$ cat src/shared/elc_pkg.sv
// constants and types for the edge line controller
// Notes on behaviour
// selected edge with mask sets pending, raises request
// pending clears only by writing one
// event-masked edge gives pulse, no pending
// event pulse wakes core from wait
// soft trigger zero-to-one with mask sets pending
// soft trigger bit clears with its pending
// interrupt mask at 0x00, bits 17:0
// event mask at 0x04, one per line
// rising select at 0x08 enables rising detect
// falling select at 0x0C enables falling detect
// both selects trigger on either edge
// edge during select write sets no pending
// line drivers must stay glitch free
// bits 31:18 reserved, read as zero
// master uses full word accesses only
// mask, trigger, soft registers reset to zero
// line 16 voltage detector, 17 clock alarm
// lines 0-15 from externally selected pins
// every line independently configurable
// pending at 0x14, write one clears
// sync edge detect, request is pending and mask
// event pulse lasts exactly one cycle
package elc_pkg;
	localparam int          ELC_LINES          = 18;
	localparam logic [7:0]  ELC_OFS_IMASK      = 8'h00;
	localparam logic [7:0]  ELC_OFS_EMASK      = 8'h04;
	localparam logic [7:0]  ELC_OFS_RISE       = 8'h08;
	localparam logic [7:0]  ELC_OFS_FALL       = 8'h0C;
	localparam logic [7:0]  ELC_OFS_SOFT       = 8'h10;
	localparam logic [7:0]  ELC_OFS_PEND       = 8'h14;
	localparam logic [17:0] ELC_RST_ZERO       = 18'h00000;
	localparam logic [31:0] ELC_RDATA_ZERO     = 32'h00000000;
	localparam int          ELC_GPIO_LINES     = 16;
	localparam int          ELC_LINE_VDET      = 16;
	localparam int          ELC_LINE_ALARM     = 17;

	typedef struct packed {
		logic [17:0] imask;
		logic [17:0] emask;
		logic [17:0] rise;
		logic [17:0] fall;
	} elc_cfg_t;
endpackage

$ cat src/hdl/elc_top.sv
// edge line controller: edge detect, pending flags, event pulses, APB slave
//
// Design decision made here: register access over APB.
`timescale 1ns/1ps
`default_nettype none
module elc_top (
	input  wire logic                       pclk,          // peripheral clock
	input  wire logic                       presetn,       // async reset, active low
	input  wire logic                       psel,          // apb select
	input  wire logic                       penable,       // apb access phase
	input  wire logic                       pwrite,        // apb direction
	input  wire logic [7:0]                 paddr,         // apb byte address
	input  wire logic [31:0]                pwdata,        // apb write data
	output logic      [31:0]                prdata,        // apb read data
	output logic                            pready,        // apb ready
	output logic                            pslverr,       // apb error
	input  wire logic [elc_pkg::ELC_GPIO_LINES-1:0] gpio_lines, // selected pin lines
	input  wire logic                       voltage_detector_output, // line 16 source
	input  wire logic                       rtc_alarm,     // line 17 source
	output logic      [elc_pkg::ELC_LINES-1:0] line_irq,   // per line interrupt request
	output logic                            wake_event     // one cycle event pulse
);
	import elc_pkg::*;

	elc_cfg_t               cfg_reg;
	logic [ELC_LINES-1:0]   soft_reg;
	logic [ELC_LINES-1:0]   pend_reg;
	logic [ELC_LINES-1:0]   sync1_reg;
	logic [ELC_LINES-1:0]   sync2_reg;
	logic [ELC_LINES-1:0]   prev_reg;
	logic [ELC_LINES-1:0]   lines_in;
	logic [ELC_LINES-1:0]   edge_hit;
	logic [ELC_LINES-1:0]   soft_hit;
	logic [ELC_LINES-1:0]   pend_clr;
	logic [ELC_LINES-1:0]   pend_next;
	logic [ELC_LINES-1:0]   wdat;
	logic [ELC_LINES-1:0]   rise_blk;
	logic [ELC_LINES-1:0]   fall_blk;
	logic                   wr_en;
	logic                   wr_imask;
	logic                   wr_emask;
	logic                   wr_rise;
	logic                   wr_fall;
	logic                   wr_soft;
	logic                   wr_pend;
	logic                   addr_ok;

	assign lines_in = {rtc_alarm, voltage_detector_output, gpio_lines};

	// two-flop sync, then a third stage for edge compare
	always_ff @(posedge pclk or negedge presetn) begin
		if (!presetn) begin
			sync1_reg <= ELC_RST_ZERO;
			sync2_reg <= ELC_RST_ZERO;
			prev_reg  <= ELC_RST_ZERO;
		end else begin
			sync1_reg <= lines_in;
			sync2_reg <= sync1_reg;
			prev_reg  <= sync2_reg;
		end
	end

	// zero-wait slave: every access completes in its first access cycle
	assign wr_en    = psel && penable && pwrite;
	assign wdat     = pwdata[ELC_LINES-1:0]; // upper bits ignored
	assign wr_imask = wr_en && (paddr == ELC_OFS_IMASK);
	assign wr_emask = wr_en && (paddr == ELC_OFS_EMASK);
	assign wr_rise  = wr_en && (paddr == ELC_OFS_RISE);
	assign wr_fall  = wr_en && (paddr == ELC_OFS_FALL);
	assign wr_soft  = wr_en && (paddr == ELC_OFS_SOFT);
	assign wr_pend  = wr_en && (paddr == ELC_OFS_PEND);
	assign addr_ok  = (paddr == ELC_OFS_IMASK) || (paddr == ELC_OFS_EMASK) ||
			(paddr == ELC_OFS_RISE) || (paddr == ELC_OFS_FALL) ||
			(paddr == ELC_OFS_SOFT) || (paddr == ELC_OFS_PEND);

	// an edge landing on a write to its own select register is dropped
	assign rise_blk = wr_rise ? {ELC_LINES{1'b1}} : ELC_RST_ZERO;
	assign fall_blk = wr_fall ? {ELC_LINES{1'b1}} : ELC_RST_ZERO;

	genvar gi;
	generate
		for (gi = 0; gi < ELC_LINES; gi++) begin : g_line
			// either polarity counts when both selects are on
			assign edge_hit[gi] = (cfg_reg.rise[gi] && !rise_blk[gi] && sync2_reg[gi] && !prev_reg[gi]) ||
					(cfg_reg.fall[gi] && !fall_blk[gi] && !sync2_reg[gi] && prev_reg[gi]);
			assign soft_hit[gi] = wr_soft && wdat[gi] && !soft_reg[gi];
			assign pend_clr[gi] = wr_pend && wdat[gi];
			// set beats clear when both land together
			assign pend_next[gi] = ((edge_hit[gi] || soft_hit[gi]) && cfg_reg.imask[gi]) ? 1'b1 :
					(pend_clr[gi] ? 1'b0 : pend_reg[gi]);
		end
	endgenerate

	always_ff @(posedge pclk or negedge presetn) begin
		if (!presetn) begin
			cfg_reg <= '{imask: ELC_RST_ZERO, emask: ELC_RST_ZERO, rise: ELC_RST_ZERO, fall: ELC_RST_ZERO};
		end else begin
			if (wr_imask) begin
				cfg_reg.imask <= wdat;
			end
			if (wr_emask) begin
				cfg_reg.emask <= wdat;
			end
			if (wr_rise) begin
				cfg_reg.rise <= wdat;
			end
			if (wr_fall) begin
				cfg_reg.fall <= wdat;
			end
		end
	end

	// soft bit sticks until its pending flag is cleared; writing zero has no effect
	always_ff @(posedge pclk or negedge presetn) begin
		if (!presetn) begin
			soft_reg <= ELC_RST_ZERO;
		end else begin
			soft_reg <= (soft_reg | (wr_soft ? wdat : ELC_RST_ZERO)) & ~(pend_clr & ~pend_next);
		end
	end

	// pending has no documented reset; cleared here so it is never unknown
	always_ff @(posedge pclk or negedge presetn) begin
		if (!presetn) begin
			pend_reg <= ELC_RST_ZERO;
		end else begin
			pend_reg <= pend_next;
		end
	end

	always_ff @(posedge pclk or negedge presetn) begin
		if (!presetn) begin
			line_irq   <= ELC_RST_ZERO;
			wake_event <= 1'b0;
		end else begin
			line_irq   <= pend_next & cfg_reg.imask;
			wake_event <= |((edge_hit | soft_hit) & cfg_reg.emask);
		end
	end

	always_ff @(posedge pclk or negedge presetn) begin
		if (!presetn) begin
			prdata  <= ELC_RDATA_ZERO;
			pready  <= 1'b0;
			pslverr <= 1'b0;
		end else begin
			pready  <= psel && !penable;
			pslverr <= psel && !penable && !addr_ok;
			prdata  <= ELC_RDATA_ZERO;
			if (psel && !penable && !pwrite) begin
				if (paddr == ELC_OFS_IMASK) begin
					prdata <= {14'h0000, cfg_reg.imask};
				end else if (paddr == ELC_OFS_EMASK) begin
					prdata <= {14'h0000, cfg_reg.emask};
				end else if (paddr == ELC_OFS_RISE) begin
					prdata <= {14'h0000, cfg_reg.rise};
				end else if (paddr == ELC_OFS_FALL) begin
					prdata <= {14'h0000, cfg_reg.fall};
				end else if (paddr == ELC_OFS_SOFT) begin
					prdata <= {14'h0000, soft_reg};
				end else if (paddr == ELC_OFS_PEND) begin
					prdata <= {14'h0000, pend_reg};
				end
			end
		end
	end
endmodule
`default_nettype wire

$ cat config.mk
export PLATFORM = sky130hd
export DESIGN_NAME = elc_top
export DESIGN_NICKNAME = d
export VERILOG_FILES = /design/src/shared/elc_pkg.sv /design/src/hdl/elc_top.sv
export SDC_FILE = /design/constraint.sdc
export NUM_CORES = 1
export LEC_CHECK = 0
export BUFFER_PORTS_ARGS = -buffer_cell sky130_fd_sc_hd__clkbuf_2
export CAP_MARGIN = 20
export CORE_MARGIN = 1.5
export CORE_UTILIZATION = 39
export DETAILED_ROUTE_END_ITERATION = 8
export GPL_ROUTABILITY_DRIVEN = 0
export SYNTH_ARGS = -nofsm -noshare
export SYNTH_HDL_FRONTEND = slang
export SYNTH_SLANG_ARGS = --single-unit
$ cat constraint.sdc
create_clock -name pclk -period 2.9 [get_ports pclk]
set_input_delay 0.29 -clock pclk [delete_from_list [all_inputs] [get_ports pclk]]
set_output_delay 0.29 -clock pclk [all_outputs]
set_load 0.02 [all_outputs]
==> impl_metrics.toml, run 1 <==
[logic_synthesis]
yosysTopAreaCell = "dfrtp_1"
async_flop_share_pct = 100
synth-simple-area-share_pct = 13.3
synthFlopType = "dfrtp_1"
yosys.area.top_type_share_pct = 57.8
synth_top_family_by_area = "compound AO/OA/AOI/OAI gates"
synth_area_leaders = "dfrtp_1 (58%), mux2_2 (8.5%), nand2_1 (3.6%), a21oi_1 (2.2%), mux2i_1 (2.1%)"
yosys_warnings = 0
synth.distinct_cells = 61
synthXorXnorAreaFrac_pct = 0
netlist_area_um2 = 8710
yosys.cell_count.top_type = "dfrtp_1"
synth_compound_area_share_pct = 13.5
synth_area_per_cell_um2 = 11.7
synth_seq_area_share_pct = 57.8
ys_top_cells_by_count = "dfrtp_1 (201), nand2_1 (84), mux2_2 (66)"
synth_seq_cells = 201
synth_mux_area_share_pct = 10.6
synth_edf_count = 0
syn_inst = 744
synth_fa_ha_area_share_pct = 0

[pwr]
swShare_pct = 21.7
p_per_area_nw_per_um2 = 588
intPower_w = 0.00484
combPwrFrac_pct = 4.3
pwr-share-seq_pct = 47.1
pwr-share-clk_pct = 48.7
switching_power_w = 0.00134
power.total_w = 0.00618
total_leakage_power_nw = 4.87
ir_drop_mv = 0.339

[route]
wl_um = 22300
vias_per_cell = 5.46
drt_iter0_drc = 575
antenna_left = 0
avgRoutedWirePerCell_um = 19.3
drc = 0
via_count = 6319
drtPass1Iterations = 7

[sta]
min_period_ns = 2.38
tns_ns = 0
timing.final.hold_violations = 0
max_freq_mhz = 420
fin_crit_sh_pct = 82.1
finClkSkew_ns = 0.0139
rsz0062_at_grt = "no"
worst_pin_slew_ns = 0.835
slew_headroom_pct = 44.3
setup_ws_ns = 0.518
final_max_slew_viol_count = 0
finalSetupViolCount = 0
fin_hold_ws_ns = 0.0843

[cts]
cts_root_buf = "clkbuf_16"
cts_tree = "built"
cts_buffers = 23
cts.reportedPaths.clkPinSlew_ns = 0.06
clkLatencyLatePin_ns = 0.51
cts_sinks = 201
cts_resized = 0
htreeDepth = 1
clockBufferDepth = 3

[grt]
grt_overflow = 0
antenna_found_initial = 1
grt_max_degree = 102
grt_pass1_vias = 6210
track_usage_pct = 19.3
grt_pass1_wl_um = 35400

[floorplanning]
die_width_um = 152
num_rows = 54
die_y_um = 152
start_util_pct = 39.8
io_pins = 116
core_um2 = 21900
dieArea_um2 = 23200

[job]
maxCapViolations = 0

[worst_setup_path]
arrival_ns = 2.78
critPathLaunchType = "input port"
endpoint_kind = "register"
crit_start = "penable"
r2r-start = "cfg_reg[52]"
critPathRequiredTime_ns = 3.30
critPathKind = "in2reg"
cp_max_fo = 7

[layout]
largest_reg_flops = 72
nFillCells = 2044
layout-drive-gt1-share_pct = 26.4
multiInputGateArea_um2 = 3310
regArea_um2 = 5030
synthToLayoutAreaGrowth_pct = 20.8
finalNetCount = 923

[worst_hold_path]
hp-class = "in2reg"
hp-start = "pwdata[0]"

[placed_design]
dp_hpwl_um = 14700
preCtsSetupSlack_ns = 0.184
io_buffers = 87

[outcome]
status = "completed"
## through the flow
step | util (%) | instances | area, µm²
after floorplan | - | 757 | 8760
after global placement | 43.5 | 1095 | 9520
after detailed placement | 43.5 | 1095 | 9520
after CTS | 48.1 | 1156 | 10500
after global routing | 48.1 | 1157 | 10500
final | 48.1 | 1157 | 10500
## area by class of cell
class                      instances  share of cell area, %
antenna                            1                 0.0238
clock buffer                      34                   6.43
multi-input combinational        474                   31.4
inverter                          22                  0.785
timing repair buffer             138                   9.05
sequential                       201                   47.8
tap                              280                   3.33
clock inverter                     7                   1.14
## cell families after synthesis
| family | after synthesis |
|---|---|
| and+or+nand+nor | 214 |
| DFF | 201 |
| AOI/OAI and AO/OA | 162 |
| muxes | 84 |
| buffers and inverters | 82 |
| other | 1 |
## placed cells by master (no fill, tap or decap), types with 8 or more instances in the layout
cell	netlist	layout
a21boi_0	8	8
mux2_2	66	66
a32oi_1	12	12
nor2_1	23	23
nor3_1	18	18
o21ai_0	10	10
a222oi_1	13	13
nand4b_1	12	12
mux2i_1	18	18
nand2_1	84	84
clkbuf_16	0	23
inv_1	22	22
conb_1	1	14
and2_1	11	11
dlygate4sd3_1	0	20
nand2b_1	15	15
dfrtp_1	201	201
clkbuf_2	0	86
nand3b_1	9	9
a21oi_1	39	39
a31oi_1	17	17
buf_4	20	25
## power by group through the flow
| stage | logic [W] | clock network (W) | registers, W |
|---|---|---|---|
| 2_1_floorplan | 0.000122 | 0 | 0.00295 |
| 3_3_place_gp | 0.000245 | 0 | 0.00296 |
| 3_5_place_dp | 0.000247 | 0 | 0.00296 |
| 4_1_cts | 0.000268 | 0.00309 | 0.00291 |
| 5_1_grt | 0.000294 | 0.00321 | 0.00292 |
| 6_report | 0.000264 | 0.00301 | 0.00291 |
## path summary, 6_finish.rpt
kind | slack [ns] | cells after the start | to
max | 0.52 | 8 | wake_event
min | 0.08 | 2 | soft_reg[0]
max reg2reg | 0.94 | 6 | wake_event
min reg2reg | 0.34 | 0 | sync2_reg[17]
max in group asynchronous | 1.74 | 3 | line_irq[10]
min in group asynchronous | 0.46 | 2 | sync1_reg[13]
## repair_timing
action                                 CTS  global route
hold buffers                            20             0
setup buffers                            0             0
endpoints found under the hold margin  117             0
## layer usage
layer	global-route usage [%]	vias up	wire length, µm
met5	0	-	0
met4	5.77	0	486
met3	3.33	37	1170
met2	30.9	168	10600
met1	27.0	3190	10000
li1	-	2924	-
## critical path, stage by stage
cell	delay [ns]
dlygate4sd3_1	0.52
clkbuf_2	0.13
nand4b_1	0.37
o31ai_1	0.56
o22ai_4	0.16
a222oi_1	0.42
nand3_1	0.11
or2_1	0.22
(Power assumes the default switching activity.)
==> run 2, diff against run 1 <==
- clock period: 2.9 -> 2.2 ns (I/O delays scaled with it)
==> run 2 against run 1 <==
Wire length is 3.8% higher. Non-clock buffer count is 37 higher. Flip-flop and latch count stayed put. Power is 26% higher. Clock skew is 0.0012 ns lower. Cell count is 3.2% higher. Sequential power is 32% higher. Worst hold slack worse by 0.054 ns.
==> impl_metrics.toml, run 2 (synthesized netlist as in run 1, its figures left out) <==
[placed_design]
dp_hpwl_um = 15700
io_buffers = 87
preCtsSetupSlack_ns = -0.280

[sta]
rsz0062_at_grt = "no"
finClkSkew_ns = 0.0127
timing.final.hold_violations = 0
setup_ws_ns = 0.147
tns_ns = 0
fin_crit_sh_pct = 93.3
worst_pin_slew_ns = 0.942
finalSetupViolCount = 0
max_freq_mhz = 487
min_period_ns = 2.05
slew_headroom_pct = 36.3
final_max_slew_viol_count = 0

[grt]
grt_max_degree = 59
grt_pass1_wl_um = 36800
track_usage_pct = 19.9
grt_overflow = 0
grt_pass1_vias = 6536
antenna_found_initial = 1

[floorplanning]
io_pins = 116
die_width_um = 152
core_um2 = 21900
start_util_pct = 39.8
num_rows = 54
die_y_um = 152
dieArea_um2 = 23200

[layout]
finalNetCount = 960
synthToLayoutAreaGrowth_pct = 23.9
layout-drive-gt1-share_pct = 29.2
most-common-layout-cells = "dfrtp_1 (201), clkbuf_2 (86), nand2_1 (84)"
utilization_pct = 49.3
largest_reg_flops = 72
layout_commonest_cell = "dfrtp_1"

[route]
via_count = 6525
drc = 0
wl_um = 23200
drtPass1Iterations = 5
vias_per_cell = 5.46
avgRoutedWirePerCell_um = 19.4
drt_iter0_drc = 477
antenna_left = 0

[worst_setup_path]
cp_max_fo = 19
endpoint_kind = "register"
critPathLaunchType = "input port"
r2r-start = "sync2_reg[16]"
critPathRequiredTime_ns = 2.65
regToRegSetupSlack_ns = 0.35
reg2regPathDepth = 6
arrival_ns = 2.50
critPathKind = "in2reg"
r2r_end = "wake_event"

[cts]
cts_buffers = 23
cts_tree = "built"
clockBufferDepth = 3
cts_root_buf = "clkbuf_16"
post_cts_buffers = 0
htreeDepth = 1
clkLatencyLatePin_ns = 0.51
cts.reportedPaths.clkPinSlew_ns = 0.06
cts_sinks = 201

[job]
maxCapViolations = 0

[pwr]
total_leakage_power_nw = 5.02
ir_drop_mv = 0.459
power.total_w = 0.00780
p_per_area_nw_per_um2 = 723

[worst_hold_path]
hp-start = "pwdata[9]"
hp-class = "in2reg"
worstHoldPathCells = 3
worstHoldEndpoint = "soft_reg[9]"

[outcome]
status = "completed"
## run 2: worst max-delay path by stage
| stage | depth (start not counted) | startpoint | to |
|---|---|---|---|
| 2_1_floorplan | 7 | paddr[5] | cfg_reg[0] |
| 3_3_place_gp | 9 | paddr[5] | wake_event |
| 3_5_place_dp | 10 | paddr[5] | wake_event |
| 4_1_cts | 10 | penable | wake_event |
| 5_1_grt | 10 | penable | wake_event |
| 6_report | 10 | penable | wake_event |
## run 2: per-layer routing
| layer | track usage, % | wire (µm) |
|---|---|---|
| met4 | 6.78 | 741 |
| met2 | 32.3 | 10900 |
| met3 | 3.21 | 1210 |
| met5 | 0 | 0 |
| met1 | 27.4 | 10300 |
## run 2: critical path, cell delays in order
cell	delay (ns)
dlygate4sd3_1	0.54
clkbuf_2	0.13
nand4b_1	0.09
buf_4	0.17
nor3_4	0.05
buf_12	0.17
nor4b_1	0.82
a2111oi_2	0.09
nand3_1	0.12
or2_1	0.09
## run 2: layout make-up
type | instances | area, µm²
fillers | 1982 | 11100
flip-flops and latches | 201 | 5030
multi-input cells | 474 | 3310
repair buffers | 175 | 1300
clock buffers | 34 | 667
well taps | 280 | 350
inverters | 22 | 82.6
clock inverters | 7 | 45.0
diodes | 1 | 2.50
## run 2: per-stage QoR
| stage | cell area (µm²) | hold slack [ns] | instances |
|---|---|---|---|
| after detailed placement | 9850 | 0.251 | 1131 |
| final | 10800 | 0.0304 | 1194 |
| after global placement | 9850 | 0.248 | 1131 |
| after global routing | 10800 | 0.0322 | 1193 |
| after floorplan | 8760 | -0.0756 | 757 |
| after CTS | 10800 | 0.0145 | 1193 |
## run 2: power breakdown
part           internal, W  switching, W
Sequential         0.00378     0.0000604
Clock              0.00210       0.00148
Combinational     0.000147      0.000229
## run 2: timing repair
action / in CTS / in global routing
hold endpoints to repair: 73 / 0
hold buffers: 21 / 0
resized for setup: 0 / 2
setup endpoints to repair: 0 / 4
